**src/pkg/ddt_pkg.sv**
```systemverilog
// Constants and types for the dual down-counter timer
//////////////////////////////////////////////////////////////////////////////
// Contract
// RL1 - Two identical down counters, each 32 or 16 bit, three modes.
// RL2 - Shared timer clock, per-counter count enable and prescaler of 1, 16 or 256.
// RL3 - Free-running mode wraps to maximum value at each zero.
// RL4 - Periodic mode reloads from load value at each zero.
// RL5 - One-shot mode loads on load write, counts to zero, then halts.
// RL6 - Load write while running restarts counter from the new value.
// RL7 - Background load keeps count; next periodic zero reloads new value.
// RL8 - Zero raises interrupt; only an interrupt clear write clears it.
// RL9 - Each interrupt output can be masked by a per-timer enable.
// RL10 - Live counter value is readable at any time.
// RL11 - All register accesses are decoded and timed by the bus clock.
// RL12 - System asserts reset asynchronously, releases synchronously, holds one period.
// RL13 - Reset: disabled, free-running, 16-bit, divide by 1, irq cleared but enabled; config is cfg_i ports, and periodic_select low gives periodic mode.
// RL14 - Reset: load value zero, counter value 0x0FFFFFFF.
// RL15 - Prescaler decrements only on edges where its count enable is high.
// RL16 - Counter decrements only when count enable high and prescaler pulses.
// RL17 - Timer clock edges synchronous with bus clock, not faster than it.
// RL18 - Read-only identification values uniquely identify the block.
// RL19 - 16-bit mode counts low 16 bits only; zero at low half 0x0000.
// RL20 - Clearing run enable freezes count; re-enabling resumes from held value.
// RL21 - Interrupt clear deasserts the output immediately, not on a count edge.
// RL22 - Prescale select field occupies control bits 3 down to 2.
// RL23 - Raw status sticky until cleared; output is raw status gated by enable.
//////////////////////////////////////////////////////////////////////////////
package ddt_pkg;

  localparam int unsigned CNT_W = 32;
  localparam int unsigned PRE_W = 8;
  localparam logic [31:0] LOAD_RST = 32'h0000_0000;
  localparam logic [31:0] VALUE_RST = 32'h0FFF_FFFF;
  localparam logic [31:0] MAX32 = 32'hFFFF_FFFF;
  localparam logic [15:0] MAX16 = 16'hFFFF;
  localparam logic [7:0] PRE_DIV16_TOP = 8'h0F;
  localparam logic [7:0] PRE_DIV256_TOP = 8'hFF;
  localparam int unsigned PRE_SEL_LSB = 2;
  localparam int unsigned PRE_SEL_MSB = 3;
  localparam logic [1:0] PRE_SEL_DIV1 = 2'h0;
  localparam logic [1:0] PRE_SEL_DIV16 = 2'h1;
  localparam logic [1:0] PRE_SEL_DIV256 = 2'h2;

  typedef enum logic [1:0] {
    DDT_MODE_FREE,
    DDT_MODE_PERIODIC,
    DDT_MODE_SINGLE_RUN_SELECT
  } ddt_mode_t;

  // Per-timer configuration, driven as plain ports
  typedef struct packed {
    logic counter_run_enable;
    logic counter_width_select;
    logic periodic_select;
    logic single_run_select;
    logic irq_mask_enable;
    logic [3:0] ctrl_bits;
  } ddt_cfg_t;

  // Per-timer software write strobes with data
  typedef struct packed {
    logic load_wr;
    logic bg_load_wr;
    logic irq_clr_wr;
    logic [31:0] wdata;
  } ddt_wr_t;

  // Per-timer status
  typedef struct packed {
    logic [31:0] value;
    logic [31:0] load;
    logic raw_irq;
    logic masked_irq;
  } ddt_stat_t;

endpackage

```
**src/logic/ddt_dual_timer.sv**
```systemverilog
// Dual down-counter timer with per-timer prescaler and interrupt
`timescale 1ns/1ps
`default_nettype none
module ddt_dual_timer #(
  parameter int unsigned NUM_TIMERS = 2,
  parameter logic [31:0] IDENT_CODE = 32'h0000_1234
) (
  // Clock and reset
  input wire logic ref_clk_i,
  input wire logic resetn_i,
  input wire logic clk_en_i,
  // Shared count clock qualifier and per-timer count enables
  input wire logic timer_count_clock_i,
  input wire logic count_enable_first_i,
  input wire logic count_enable_second_i,
  // Per-timer configuration and writes
  input wire ddt_pkg::ddt_cfg_t [NUM_TIMERS-1:0] cfg_i,
  input wire ddt_pkg::ddt_wr_t [NUM_TIMERS-1:0] wr_i,
  // Status, interrupts, identification
  output ddt_pkg::ddt_stat_t [NUM_TIMERS-1:0] stat_o,
  output logic [NUM_TIMERS-1:0] timer_irq_out_o,
  output logic [31:0] ident_o
);

  // Enable vector and status packing serve exactly two units
  if (NUM_TIMERS != 2) begin : g_bad_num_timers
    $error("NUM_TIMERS must be 2");
  end

  // Identification value, arbitrary
  assign ident_o = IDENT_CODE; // RL18

  logic [NUM_TIMERS-1:0] count_enable_per_timer;
  assign count_enable_per_timer = {count_enable_second_i, count_enable_first_i};

  //////////////////////////////////////////////////////////////////////////////
  genvar g;
  generate
    for (g = 0; g < NUM_TIMERS; g++) begin : g_unit
      logic [31:0] value_q, value_d;
      logic [31:0] load_q, load_d;
      logic [7:0] pre_q, pre_d;
      logic raw_q, raw_d;
      logic pend_q, pend_d;
      logic halted_q, halted_d;
      logic tick, pre_pulse, step, at_zero;
      logic [1:0] pre_sel;
      ddt_pkg::ddt_mode_t mode;

      always_comb begin
        pre_sel = cfg_i[g].ctrl_bits[ddt_pkg::PRE_SEL_MSB:ddt_pkg::PRE_SEL_LSB]; // RL22
        if (cfg_i[g].single_run_select) begin
          mode = ddt_pkg::DDT_MODE_SINGLE_RUN_SELECT;
        end else if (cfg_i[g].periodic_select) begin
          mode = ddt_pkg::DDT_MODE_FREE;
        end else begin
          mode = ddt_pkg::DDT_MODE_PERIODIC;
        end
        // Count edge: timer clock qualifier, per-timer count enable and run enable
        tick = timer_count_clock_i && count_enable_per_timer[g] && cfg_i[g].counter_run_enable; // RL2 RL15 RL20
        if (pre_sel == ddt_pkg::PRE_SEL_DIV16) begin
          pre_pulse = (pre_q[3:0] == 4'h0);
        end else if (pre_sel == ddt_pkg::PRE_SEL_DIV256) begin
          pre_pulse = (pre_q == 8'h00);
        end else begin
          pre_pulse = 1'b1;
        end
        step = tick && pre_pulse && !halted_q; // RL16
        if (cfg_i[g].counter_width_select) begin
          at_zero = (value_q == 32'h0000_0000);
        end else begin
          at_zero = (value_q[15:0] == 16'h0000); // RL19
        end
      end

      always_comb begin
        value_d = value_q;
        load_d = load_q;
        pre_d = pre_q;
        raw_d = raw_q;
        pend_d = pend_q;
        halted_d = halted_q;
        if (tick) begin
          if (pre_pulse) begin
            if (pre_sel == ddt_pkg::PRE_SEL_DIV16) begin
              pre_d = ddt_pkg::PRE_DIV16_TOP;
            end else begin
              pre_d = ddt_pkg::PRE_DIV256_TOP;
            end
          end else begin
            pre_d = pre_q - 8'h01; // RL15
          end
        end
        if (pend_q && tick) begin
          // Pending load applied on next enabled count edge
          value_d = load_q; // RL6 RL5
          pend_d = 1'b0;
          halted_d = 1'b0;
        end else if (step) begin
          if (at_zero) begin
            raw_d = 1'b1; // RL8 RL23
            if (mode == ddt_pkg::DDT_MODE_SINGLE_RUN_SELECT) begin
              halted_d = 1'b1; // RL5
            end else if (mode == ddt_pkg::DDT_MODE_PERIODIC) begin
              if (cfg_i[g].counter_width_select) begin
                value_d = load_q; // RL4 RL7
              end else begin
                value_d = {value_q[31:16], load_q[15:0]}; // RL4 RL19
              end
            end else if (cfg_i[g].counter_width_select) begin
              value_d = ddt_pkg::MAX32; // RL3
            end else begin
              value_d = {value_q[31:16], ddt_pkg::MAX16}; // RL3 RL19
            end
          end else if (cfg_i[g].counter_width_select) begin
            value_d = value_q - 32'h0000_0001; // RL1
          end else begin
            value_d = {value_q[31:16], value_q[15:0] - 16'h0001}; // RL19
          end
        end
        // Clear loses to a same-cycle zero event
        if (wr_i[g].irq_clr_wr && !(step && at_zero && !pend_q)) begin
          raw_d = 1'b0; // RL21 RL8
        end
        if (wr_i[g].load_wr) begin
          load_d = wr_i[g].wdata;
          pend_d = 1'b1; // RL6
        end else if (wr_i[g].bg_load_wr) begin
          load_d = wr_i[g].wdata; // RL7
        end
      end

      always_ff @(posedge ref_clk_i or negedge resetn_i) begin // RL11
        if (!resetn_i) begin
          value_q <= ddt_pkg::VALUE_RST; // RL14
          load_q <= ddt_pkg::LOAD_RST; // RL14
          pre_q <= 8'h00; // RL13
          raw_q <= 1'b0; // RL13
          pend_q <= 1'b0;
          halted_q <= 1'b0;
        end else if (clk_en_i) begin
          value_q <= value_d;
          load_q <= load_d;
          pre_q <= pre_d;
          raw_q <= raw_d;
          pend_q <= pend_d;
          halted_q <= halted_d;
        end
      end

      assign stat_o[g].value = value_q; // RL10
      assign stat_o[g].load = load_q;
      assign stat_o[g].raw_irq = raw_q;
      assign stat_o[g].masked_irq = raw_q && cfg_i[g].irq_mask_enable; // RL9 RL23
      assign timer_irq_out_o[g] = raw_q && cfg_i[g].irq_mask_enable; // RL9
    end
  endgenerate

endmodule
`default_nettype wire

```
**config.mk**
```make
export PLATFORM = sky130hd
export DESIGN_NAME = ddt_dual_timer
export DESIGN_NICKNAME = d
export VERILOG_FILES = /design/src/pkg/ddt_pkg.sv /design/src/logic/ddt_dual_timer.sv
export SDC_FILE = /design/constraint.sdc
export NUM_CORES = 1
export LEC_CHECK = 0
export BUFFER_PORTS_ARGS = -buffer_cell sky130_fd_sc_hd__buf_2
export CAP_MARGIN = 20
export CORE_AREA = 5 5 141 130
export CTS_BUF_LIST = sky130_fd_sc_hd__clkbuf_4 sky130_fd_sc_hd__clkbuf_8 sky130_fd_sc_hd__clkbuf_16
export CTS_CLUSTER_DIAMETER = 200
export DETAILED_ROUTE_END_ITERATION = 6
export DIE_AREA = 0 0 146 135
export GPL_ROUTABILITY_DRIVEN = 0
export PLACE_DENSITY = 0.78
export SLEW_MARGIN = 5
export SYNTH_ARGS = -nofsm -noshare
export SYNTH_HDL_FRONTEND = slang
export SYNTH_SLANG_ARGS = --single-unit
```
**constraint.sdc**
```tcl
create_clock -name ref_clk_i -period 3.43 [get_ports ref_clk_i]
set_input_delay 0.343 -clock ref_clk_i [delete_from_list [all_inputs] [get_ports ref_clk_i]]
set_output_delay 0.343 -clock ref_clk_i [all_outputs]
set_load 0.02 [all_outputs]
```
==> results of run 1 <==
==> synthesized netlist by cell type (all sizes together) (11+ instances only) <==
library cell / instances / share of area
inv: 18 / 0.0079
dfrtp: 94 / 0.28
a32o: 11 / 0.013
nor3: 49 / 0.029
a21oi: 23 / 0.014
mux2: 66 / 0.087
dfstp: 56 / 0.17
nand3: 14 / 0.0082
clkbuf: 45 / 0.020
o31ai: 16 / 0.014
buf: 44 / 0.039
nor2: 90 / 0.040
o32ai: 13 / 0.013
or3: 26 / 0.020
o21ai: 102 / 0.060
a22o: 32 / 0.033
a31oi: 17 / 0.012
nor4: 18 / 0.015
nand2: 40 / 0.018
==> metal layers <==
| metal | part of all wire | vias up | wire, µm |
|---|---|---|---|
| met5 | 0 | - | 0 |
| met4 | 0.016 | 0 | 379 |
| met3 | 0.085 | 32 | 2050 |
| met2 | 0.46 | 333 | 11000 |
| met1 | 0.44 | 3772 | 10600 |
| li1 | - | 3676 | - |
==> flip-flops by register name, summed over array words and instances (netlist names) <==
name / cells
g_unit.halted_q: 2
g_unit.pre_q: 16
g_unit.pend_q: 2
g_unit.raw_q: 2
g_unit.value_q: 64
g_unit.load_q: 64
==> cell families after synthesis <==
kind of cell | after synthesis | share of synthesized area
other | 2 | 0.000883
flip-flops | 150 | 0.449
AO/OA/AOI/OAI | 261 | 0.205
XOR/XNOR | 2 | 0.00206
adder cells (fa/ha/maj) | 8 | 0.0118
multiplexers | 69 | 0.0909
buffers and inverters | 107 | 0.0663
AND/OR/NAND/NOR | 290 | 0.173
==> critical path, cell delays in order (launching register included) <==
cell and delay, ns:
dfstp_2 0.40, nor4_1 0.56, nand4_1 0.35, and2_0 0.36
or2_1 0.42, buf_12 0.23, or3_1 0.36, a32o_1 0.26
==> layout make-up <==
type | count | share of cell area
inverters | 18 | 0.00654
clock inverters | 13 | 0.0122
well taps | 211 | 0.0255
clock buffers | 19 | 0.0432
multi-input cells | 662 | 0.414
repair buffers | 247 | 0.129
flip-flops and latches | 150 | 0.370
==> per-stage QoR <==
| stage | total power [mW] | utilization | area (µm²) | hold slack, ns | setup WS, ns |
|---|---|---|---|---|---|
| after detailed placement | 5.37 | 0.587 | 9740 | 0.407 | 0.538 |
| final | 7.19 | 0.622 | 10300 | 0.136 | 0.406 |
| after floorplan | 4.49 | - | 8620 | 0.0474 | 0.910 |
| after CTS | 7.20 | 0.622 | 10300 | 0.117 | 0.311 |
| after global placement | 5.30 | 0.587 | 9740 | 0.411 | 0.634 |
| after global routing | 7.59 | 0.622 | 10300 | 0.124 | 0.267 |
==> repair_timing <==
action | CTS | global route
buffers inserted | 0 | 0
endpoints found under the hold margin | 42 | 0
setup endpoints to repair | 0 | 0
resized for setup | 0 | 0
hold buffers | 1 | 0
==> report_power, final <==
part | internal (mW) | switching (mW) | total [mW]
clock | 1.03 | 0.780 | 1.81
combinational | 0.925 | 1.56 | 2.48
sequential | 2.37 | 0.522 | 2.89
total | 4.33 | 2.86 | 7.19
==> worst max-delay path by stage <==
stage	slack [ns]	startpoint	to	depth (start not counted)
global placement	0.63	g_unit[0].value_q[6]	g_unit[0].value_q[11]	7
detailed placement	0.54	g_unit[0].pre_q[0]	g_unit[0].value_q[6]	8
finish	0.41	g_unit[0].value_q[6]	g_unit[0].value_q[11]	7
floorplan	0.91	g_unit[0].value_q[0]	g_unit[0].value_q[19]	11
CTS	0.31	g_unit[0].pre_q[0]	g_unit[0].value_q[5]	8
global route	0.27	g_unit[0].value_q[6]	g_unit[0].value_q[11]	7
==> key figures, run 1 <==
Clocking
  • CTS tree: yes
  • Maximum buffer depth of the clock tree: 2
  • CTS root buf: clkbuf_16
  • CTS H-tree depth: 4
  • Clock sinks: 150
  • Worst-Skew Late Latency: between 0.4 and 0.5 ns
  • Clock slew at reported path FFs: 0.07 ns
  • Total CTS buffers: 17

Hold path
  • Hold path depth: 2
  • Hold endpoint: g_unit[1].load_q[12]
  • Hold Path Origin: wr_i[47]
  • Worst Hold Class: in -> reg

Global routing
  • GRT met3 Usage: 0.0718
  • Initial antenna violation count: 0
  • M1 GR Usage: 0.334
  • Largest net degree at the start of global routing: 74
  • Vias in the first global route: 7,396
  • First-pass GRT wire length: 38,700 µm
  • Grt ovf: 0
  • Gr busiest metal: met2
  • M2 GR Usage: 0.363
  • Gr usage total: 0.240

Layout
  • Most frequent cells in the layout: 222 x buf_2, 94 x dfrtp_1, 91 x o21ai_0, 90 x nor2_1, 66 x mux2_2
  • Fillcell total: 1,391
  • Fin nets: 1,198
  • Cell Count, Final, Fillers Out: 1,320
  • Most common cell after layout, fill and taps aside: buf_2
  • P&R area growth vs syn: 21.5%
  • Share of layout cells above drive strength 1: 0.378
  • Diodes inserted: 0
  • Reg area: 3820 µm²
  • Multi-input gate area: 4280 µm²

Run
  • Max Cap Viol: 0

Timing
  • Clock skew: 0.0122 ns
  • Setup TNS Final: 0 ns
  • Endpoints failing setup: 0
  • Final Hold Vio Count: 0
  • Post-layout min period: 3.02 ns
  • Fmax: 0.331 GHz
  • Tcrit/Tclk final: 0.881
  • Worst slew pin tran: 0.945 ns
  • RSZ-0062 raised after global routing: no
  • Slew Viols, Final: 0
  • Slew Limit Headroom: 0.366

Worst setup path
  • Worst path required time: 3.80 ns
  • Reg-to-reg slack, setup: 0.41 ns
  • Reg2reg path depth: 7
  • WP data arrival: roughly 3.4 ns
  • Crit Reg-Reg Endpoint: g_unit[0].value_q[11]
  • R2r startpoint: g_unit[0].value_q[6]
  • Crit path kind: reg -> reg
  • Worst-path fanout max: 27
  • Worst setup EP type: flip-flop
  • Startpoint types: flip-flop

Synthesis
  • EDFF count, synth: 0
  • Warnings, synthesis: 0
  • Post-synth top flop: dfrtp_1
  • Synth Area per Inst: 9.57 µm²
  • Sequential fraction of the synthesis area: 0.449
  • FF+latch count, synth: 150
  • Cells after Synth: slightly below 900
  • Post-Syn Area: 8510 µm²
  • Share of flip-flops with an asynchronous set or reset: 1.00
  • Netlist cell types: 61

Power
  • PwrDens: between 600 and 700 nW/µm²
  • LEAKAGE: between 4 and 5 nW
  • Max VDD drop: ~0.46 mV

Route
  • Remaining DRCs: 0
  • Initial DRT Pass Iterations: 5
  • DR iter-0 viols: 574
  • Via count: 7,813
  • Post-DR wirelength/cell: about 18 µm
  • Detailed Route WL: between 20,000 and 25,000 µm
  • Via-to-Cell Ratio: 5.92
  • DRT antenna net count: 0

Floorplanning
  • Die H: about 140 µm
  • Initial Util: 0.512
  • Die Wd: ~150 µm
  • Core box area: 16,600 µm²
  • Die area: 19,700 µm²
  • Ports: 260
  • FP Rows: 45

Run status
  • Status: complete, no violations

Placement
  • Port Buf Inserts: 223
  • HPWL Detailed: 17,500 µm
  • Dpl cells: 1,286
No activity file was read; power rests on OpenSTA's default activity.
==> run 2, diff against run 1 <==
BUFFER_PORTS_ARGS = -buffer_cell sky130_fd_sc_hd__buf_4   (was -buffer_cell sky130_fd_sc_hd__buf_2)
==> key figures, run 2 (synthesis results as in run 1) <==
Power
  • Sw Ratio: 0.391 (was 0.398)
  • Flop pwr share: 0.391 (was 0.402)
  • Clk pwr share: 0.245 (was 0.252)
  • Logic pwr share: 0.364 (was 0.346)
  • Power, Total: 7.47 mW (was 7.19 mW)
  • LEAKAGE: 4.70 nW (was 4.53 nW)
  • Psw: 2.92 mW (was 2.86 mW)
  • Max VDD drop: 0.487 mV (was 0.460 mV)
  • PwrDens: 685 nW/µm² (was 696 nW/µm²)
  • Pint: 4.55 mW (was 4.33 mW)

Clocking
  • Total CTS buffers: 17 (unchanged)
  • CTS-repair resized insts: 0 (unchanged)
  • CTS root buf: clkbuf_16 (unchanged)
  • Clock slew at reported path FFs: 0.07 ns (about the same)
  • Worst-Skew Late Latency: 0.43 ns (about the same)
  • Clock sinks: 150 (unchanged)
  • CTS H-tree depth: 4 (unchanged)
  • Post-CTS Setup Bufs: 0 (unchanged)
  • CTS tree: yes (unchanged)
  • Maximum buffer depth of the clock tree: 2 (unchanged)

Timing
  • Fmax: 0.351 GHz (was 0.331 GHz)
  • Slew Limit Headroom: 0.332 (was 0.366)
  • Clock skew: 0.0137 ns (was 0.0122 ns)
  • Worst hold slack: 0.142 ns (was 0.136 ns)
  • Slew Viols, Final: 0 (unchanged)
  • Setup TNS Final: 0 ns (unchanged)
  • Post-layout min period: 2.85 ns (was 3.02 ns)
  • Worst slew pin tran: 1.00 ns (was 0.945 ns)
  • Tcrit/Tclk final: 0.830 (was 0.881)
  • Final Hold Vio Count: 0 (unchanged)
  • Endpoints failing setup: 0 (unchanged)
  • RSZ-0062 raised after global routing: no (unchanged)

Floorplanning
  • Initial Util: 0.512 (unchanged)
  • Die Wd: 146 µm (unchanged)
  • FP Rows: 45 (unchanged)
  • Die area: 19,700 µm² (unchanged)
  • Core box area: 16,600 µm² (unchanged)
  • Die H: 135 µm (unchanged)
  • Ports: 260 (unchanged)

Route
  • Initial DRT Pass Iterations: 5 (unchanged)
  • DRT antenna net count: 0 (unchanged)
  • Detailed Route WL: 24,600 µm (was 24,000 µm)
  • Via count: 7,953 (was 7,813)
  • DR iter-0 viols: 594 (was 574)
  • Remaining DRCs: 0 (unchanged)
  • Post-DR wirelength/cell: 18.6 µm (was 18.2 µm)
  • Via-to-Cell Ratio: 6.01 (was 5.92)

Layout
  • Fin nets: 1,202 (was 1,198)
  • Fin util: 0.657 (was 0.622)
  • Most common cell after layout, fill and taps aside: buf_4 (was buf_2)
  • Share of layout cells above drive strength 1: 0.380 (was 0.378)
  • Biggest regs: g_unit.load_q: 64 flops, g_unit.value_q: 64 flops, g_unit.pre_q: 16 flops (unchanged)
  • Most frequent cells in the layout: 247 x buf_4, 94 x dfrtp_1, 91 x o21ai_0, 90 x nor2_1, 66 x mux2_2 (was 222 x buf_2, 94 x dfrtp_1, 91 x o21ai_0, 90 x nor2_1, 66 x mux2_2)
  • P&R area growth vs syn: 28.2% (was 21.5%)
  • Fillcell total: 1,370 (was 1,391)
  • Diodes inserted: 0 (unchanged)

Run
  • Max Cap Viol: 0 (unchanged)

Global routing
  • Grt ovf: 0 (unchanged)
  • Largest net degree at the start of global routing: 66 (was 74)
  • Gr usage total: 0.245 (was 0.240)
  • First-pass GRT wire length: 39,400 µm (was 38,700 µm)
  • Initial antenna violation count: 0 (unchanged)
  • Vias in the first global route: 7,502 (was 7,396)

Worst setup path
  • Startpoint types: flip-flop (unchanged)
  • Worst path slowest cell: nor4_1 (unchanged)
  • Worst path required time: 3.79 ns (was 3.80 ns)
  • CP max stage delay: 0.52 ns (was 0.56 ns)
  • Worst-path fanout max: 22 (was 27)
  • Crit path cell chain: nor4_1 -> nand4_1 -> and2_0 -> or2_1 -> buf_4 -> or3_1 -> a32o_1 (was nor4_1 -> nand4_1 -> and2_0 -> or2_1 -> buf_12 -> or3_1 -> a32o_1)
  • Crit path kind: reg -> reg (unchanged)
  • Worst setup EP type: flip-flop (unchanged)
  • WP data arrival: 3.20 ns (was 3.39 ns)

Hold path
  • Worst Hold Class: in -> reg (unchanged)

Placement
  • Port Buf Inserts: 223 (unchanged)
  • HPWL Detailed: 18,000 µm (was 17,500 µm)

Run status
  • Status: complete, no violations (unchanged)
-- run 2: cell type report --
cell class,instances,area (µm²),area share
well taps,211,264,0.0242
multi-input cells,662,4280,0.392
clock inverters,14,140,0.0128
repair buffers,251,1910,0.175
flip-flops and latches,150,3820,0.350
inverters,18,67.6,0.00619
clock buffers,18,433,0.0397
-- run 2: critical path, delay by kind of cell (launching register included) --
kind | cells | cell delay, ns
AOI/OAI and AO/OA | 1 | 0.26
DFF | 1 | 0.40
buffers and inverters | 1 | 0.22
and+or+nand+nor | 5 | 1.88
-- run 2: path summary, 6_finish.rpt --
| kind | startpoint | to | slack [ns] | cells after the start |
|---|---|---|---|---|
| setup / recovery | g_unit[0].value_q[6] | g_unit[0].value_q[11] | 0.58 | 7 |
| hold / removal | wr_i[7] | g_unit[0].load_q[7] | 0.14 | 2 |
| setup reg to reg | g_unit[0].value_q[6] | g_unit[0].value_q[11] | 0.58 | 7 |
| hold reg to reg | g_unit[1].value_q[6] | g_unit[1].value_q[6] | 0.49 | 2 |
| max in group asynchronous | resetn_i | g_unit[0].value_q[5] | 2.03 | 3 |
| min in group asynchronous | resetn_i | g_unit[1].load_q[13] | 0.45 | 2 |
-- run 2: metal layers --
layer,part of all wire,track usage
met1,0.44,0.339
met2,0.46,0.381
met3,0.082,0.0671
met4,0.012,0.0731
met5,0,0
-- run 2: what timing repair did --
action	4_1_cts	5_1_grt
hold buffers	1	0
endpoints found under the hold margin	30	0
setup endpoints to repair	0	0
-- run 2: through the flow --
step	setup slack, ns	instance area [µm²]	std cells
after floorplan	0.910	8620	919
after global placement	0.665	10300	1290
after CTS	0.452	10900	1323
after detailed placement	0.502	10300	1290
final	0.584	10900	1324
after global routing	0.432	10900	1324
-- run 2: power by group through the flow --
stage | clock network, mW | registers (mW) | logic [mW]
after global placement | 0 | 2.91 | 2.66
after detailed placement | 0 | 2.93 | 2.71
after global routing | 1.94 | 2.99 | 2.94
final | 1.83 | 2.92 | 2.72
after CTS | 1.86 | 2.91 | 2.72
after floorplan | 0 | 3.23 | 1.26
==> run 3, diff against run 2 <==
ABC_AREA = 1   (was default)
CORE_AREA = 5 5 155 142   (was 5 5 141 130)
DIE_AREA = 0 0 160 147   (was 0 0 146 135)
PLACE_DENSITY = 0.74   (was 0.78)
clock period = 2.3 ns   (was 3.43 ns; I/O delays follow)
==> key figures, run 3 <==
Run status
  • Status: complete, no violations (unchanged)

Power
  • Psw: 5.70 mW (was 2.92 mW)
  • Pint: 7.68 mW (was 4.55 mW)
  • Logic pwr share: 0.428 (was 0.364)
  • Sw Ratio: 0.426 (was 0.391)
  • Clk pwr share: 0.239 (was 0.245)
  • Flop pwr share: 0.333 (was 0.391)
  • LEAKAGE: 6.21 nW (was 4.70 nW)
  • PwrDens: 1100 nW/µm² (was 685 nW/µm²)
  • Max VDD drop: 0.665 mV (was 0.487 mV)

Synthesis
  • Sequential fraction of the synthesis area: 0.403 (was 0.449)
  • Warnings, synthesis: 0 (unchanged)
  • EDFF count, synth: 0 (unchanged)
  • Post-Syn Area: 9490 µm² (was 8510 µm²)
  • Netlist cell types: 41 (was 61)
  • Synth Area per Inst: 7.10 µm² (was 9.57 µm²)
  • Top-area cell type share of the netlist area: 0.248 (was 0.276)
  • Synth area leader: dfrtp_1 (unchanged)
  • Top post-synthesis cells by area: dfrtp_1 25%, nand2_1 18%, dfstp_2 16% (was dfrtp_1 28%, dfstp_2 17%, mux2_2 8.7%)
  • Cells after Synth: 1,337 (was 889)
  • FF+latch count, synth: 150 (unchanged)
  • Post-synth top cells: 461 x nand2_1, 165 x nor2_1, 122 x inv_1 (was 94 x dfrtp_1, 91 x o21ai_0, 90 x nor2_1)
  • Top-count cell post-synth: nand2_1 (was dfrtp_1)
  • Share of flip-flops with an asynchronous set or reset: 1.00 (unchanged)
  • Post-synth top flop: dfrtp_1 (unchanged)

Global routing
  • Largest net degree at the start of global routing: 84 (was 66)
  • Grt ovf: 0 (unchanged)
  • Initial antenna violation count: 1 (was 0)
  • Gr usage total: 0.229 (was 0.245)
  • First-pass GRT wire length: 44,600 µm (was 39,400 µm)
  • Vias in the first global route: 8,905 (was 7,502)

Timing
  • Endpoints failing setup: 0 (unchanged)
  • Slew Viols, Final: 0 (unchanged)
  • Clock skew: 0.0121 ns (was 0.0137 ns)
  • Final Hold Vio Count: 0 (unchanged)
  • Worst slew pin tran: 0.674 ns (was 1.00 ns)
  • Post-layout min period: 2.08 ns (was 2.85 ns)
  • Slew Limit Headroom: 0.550 (was 0.332)
  • Tcrit/Tclk final: 0.906 (was 0.830)
  • Fmax: 0.480 GHz (was 0.351 GHz)
  • RSZ-0062 raised after global routing: no (unchanged)

Worst setup path
  • Startpoint types: flip-flop (unchanged)
  • Worst-path fanout max: 17 (was 22)
  • CP dominant cell by count: nand2_1
  • Crit path cell chain: inv_1 -> ha_1 -> nor3b_2 -> nand2_1 -> nand2_2 -> nand2_1 -> a21oi_4 -> nand3_4 -> inv_4 -> nand2_1 -> nand2_1 (was nor4_1 -> nand4_1 -> and2_0 -> or2_1 -> buf_4 -> or3_1 -> a32o_1)
  • CP max stage delay: 0.38 ns (was 0.52 ns)
  • Crit path kind: reg -> reg (unchanged)
  • WP data arrival: 2.45 ns (was 3.20 ns)
  • Worst path slowest cell: dfrtp_1 (was nor4_1)
  • Worst path required time: 2.66 ns (was 3.79 ns)
  • Worst setup EP type: flip-flop (unchanged)

Route
  • Initial DRT Pass Iterations: 5 (unchanged)
  • Via count: 9,429 (was 7,953)
  • Via-to-Cell Ratio: 5.09 (was 6.01)
  • Remaining DRCs: 0 (unchanged)
  • Detailed Route WL: 27,300 µm (was 24,600 µm)
  • Post-DR wirelength/cell: 14.7 µm (was 18.6 µm)
  • DRT antenna net count: 0 (unchanged)
  • DR iter-0 viols: 729 (was 594)

Hold path
  • Worst Hold Class: in -> reg (unchanged)

Floorplanning
  • Core box area: 20,300 µm² (was 16,600 µm²)
  • Initial Util: 0.467 (was 0.512)
  • Die H: 147 µm (was 135 µm)
  • Die Wd: 160 µm (was 146 µm)
  • FP Rows: 50 (was 45)
  • Ports: 260 (unchanged)
  • Die area: 23,500 µm² (was 19,700 µm²)

Layout
  • P&R area growth vs syn: 28.7% (was 28.2%)
  • Most frequent cells in the layout: 461 x nand2_1, 227 x buf_4, 164 x nor2_1, 122 x inv_1, 110 x nand3_1 (was 247 x buf_4, 94 x dfrtp_1, 91 x o21ai_0, 90 x nor2_1, 66 x mux2_2)
  • Biggest regs: g_unit.load_q: 64 flops, g_unit.value_q: 64 flops, g_unit.pre_q: 16 flops (unchanged)
  • Fin nets: 1,682 (was 1,202)
  • Final Cell Area: 12,200 µm² (was 10,900 µm²)
  • Share of layout cells above drive strength 1: 0.250 (was 0.380)
  • Cell Count, Final, Fillers Out: 1,853 (was 1,324)
  • Most common cell after layout, fill and taps aside: nand2_1 (was buf_4)
  • Fin util: 0.601 (was 0.657)
  • Diodes inserted: 0 (unchanged)

Clocking
  • Maximum buffer depth of the clock tree: 2 (unchanged)
  • CTS H-tree depth: 4 (unchanged)
  • Worst-Skew Late Latency: 0.43 ns (about the same)
  • CTS tree: yes (unchanged)
  • Clock slew at reported path FFs: 0.06 ns (was 0.07 ns)
  • CTS root buf: clkbuf_16 (unchanged)
  • Total CTS buffers: 17 (unchanged)
  • Clock sinks: 150 (unchanged)

Placement
  • HPWL Detailed: 20,100 µm (was 18,000 µm)
  • Post-DP Area: 11,200 µm² (was 10,300 µm²)
  • Port Buf Inserts: 223 (unchanged)
  • Dpl cells: 1,790 (was 1,290)

Run
  • Max Cap Viol: 0 (unchanged)
==> run 3: changes by cell type in the layout (fill, tap and decap cells not counted), sizes merged, moves of 16 or more <==
| cell | before | now |
|---|---|---|
| or3 | 26 | 0 |
| inv | 26 | 136 |
| mux2 | 66 | 24 |
| buf | 250 | 232 |
| o31ai | 16 | 0 |
| nor4 | 18 | 1 |
| nand2 | 40 | 475 |
| dlygate4sd3 | 1 | 31 |
| a31oi | 17 | 0 |
| nor2 | 90 | 182 |
| a22o | 32 | 0 |
| nor3 | 49 | 14 |
| nand3 | 14 | 115 |
| xor2 | 0 | 18 |
==> run 3: logic make-up after synthesis <==
family                   synth area share
buffers and inverters               0.105
AO/OA/AOI/OAI                      0.0700
flip-flops                          0.403
multiplexers                       0.0285
AND/OR/NAND/NOR                     0.363
XOR/XNOR                           0.0194
adder cells (fa/ha/maj)            0.0105
other                            0.000791
==> run 3: worst paths after layout <==
check	slack [ns]	cells after the start	end	startpoint
max	0.22	11	g_unit[1].value_q[29]	g_unit[1].pre_q[0]
min	0.01	3	g_unit[1].load_q[20]	wr_i[55]
max reg2reg	0.22	11	g_unit[1].value_q[29]	g_unit[1].pre_q[0]
min reg2reg	0.50	2	g_unit[1].value_q[0]	g_unit[1].value_q[0]
max in group asynchronous	1.51	3	g_unit[0].value_q[14]	resetn_i
min in group asynchronous	0.34	3	g_unit[1].load_q[11]	resetn_i
==> run 3: power groups by stage <==
stage          Sequential (mW)  Combinational, mW  Clock, mW
2_1_floorplan             4.95               3.12          0
3_3_place_gp              4.46               5.49          0
3_5_place_dp              4.47               5.60          0
4_1_cts                   4.44               5.70       3.24
5_1_grt                   4.58               6.36       3.37
6_report                  4.46               5.73       3.19
==> run 3: metal layers <==
metal / wire, µm / part of all wire / up-vias / GRT usage
li1: - / - / 4637 / -
met1: 11600 / 0.43 / 4355 / 0.302
met2: 12400 / 0.45 / 384 / 0.361
met3: 2670 / 0.098 / 51 / 0.0701
met4: 551 / 0.020 / 2 / 0.0753
met5: 13 / 0.00048 / - / 0
==> run 3: area by class of cell <==
type / instances / area (µm²)
Sequential cell: 150 / 3820
Clock inverter: 13 / 220
Fill cell: 1827 / 8120
Inverter: 133 / 507
Clock buffer: 19 / 447
Tap cell: 260 / 325
Timing Repair Buffer: 263 / 2110
Multi-Input combinational cell: 1015 / 4790
==> run 3: what timing repair did <==
item / 4_1_cts / 5_1_grt
hold buffers: 31 / 0
hold endpoints to repair: 124 / 0
setup endpoints to repair: 9 / 0
resized for setup: 1 / 0
buffers inserted: 0 / 0
==> run 3: worst max-delay path, delay by kind of cell (launching register included) <==
kind / cells / cell delay (ns)
compound gates: 1 / 0.21
buf+inv: 2 / 0.39
simple gates: 7 / 0.86
flops: 1 / 0.38
fa+ha+maj: 1 / 0.17
==> run 3: through the flow <==
step / setup TNS, ns / hold slack [ns] / setup slack, ns / power (mW)
after floorplan: 0 / -0.0656 / 0.553 / 8.07
after global placement: -1.02 / 0.252 / -0.0693 / 9.95
after detailed placement: -1.12 / 0.257 / -0.0834 / 10.1
after CTS: 0 / 0.000187 / 0.221 / 13.4
after global routing: 0 / 0.0000923 / 0.0420 / 14.3
final: 0 / 0.0126 / 0.217 / 13.4
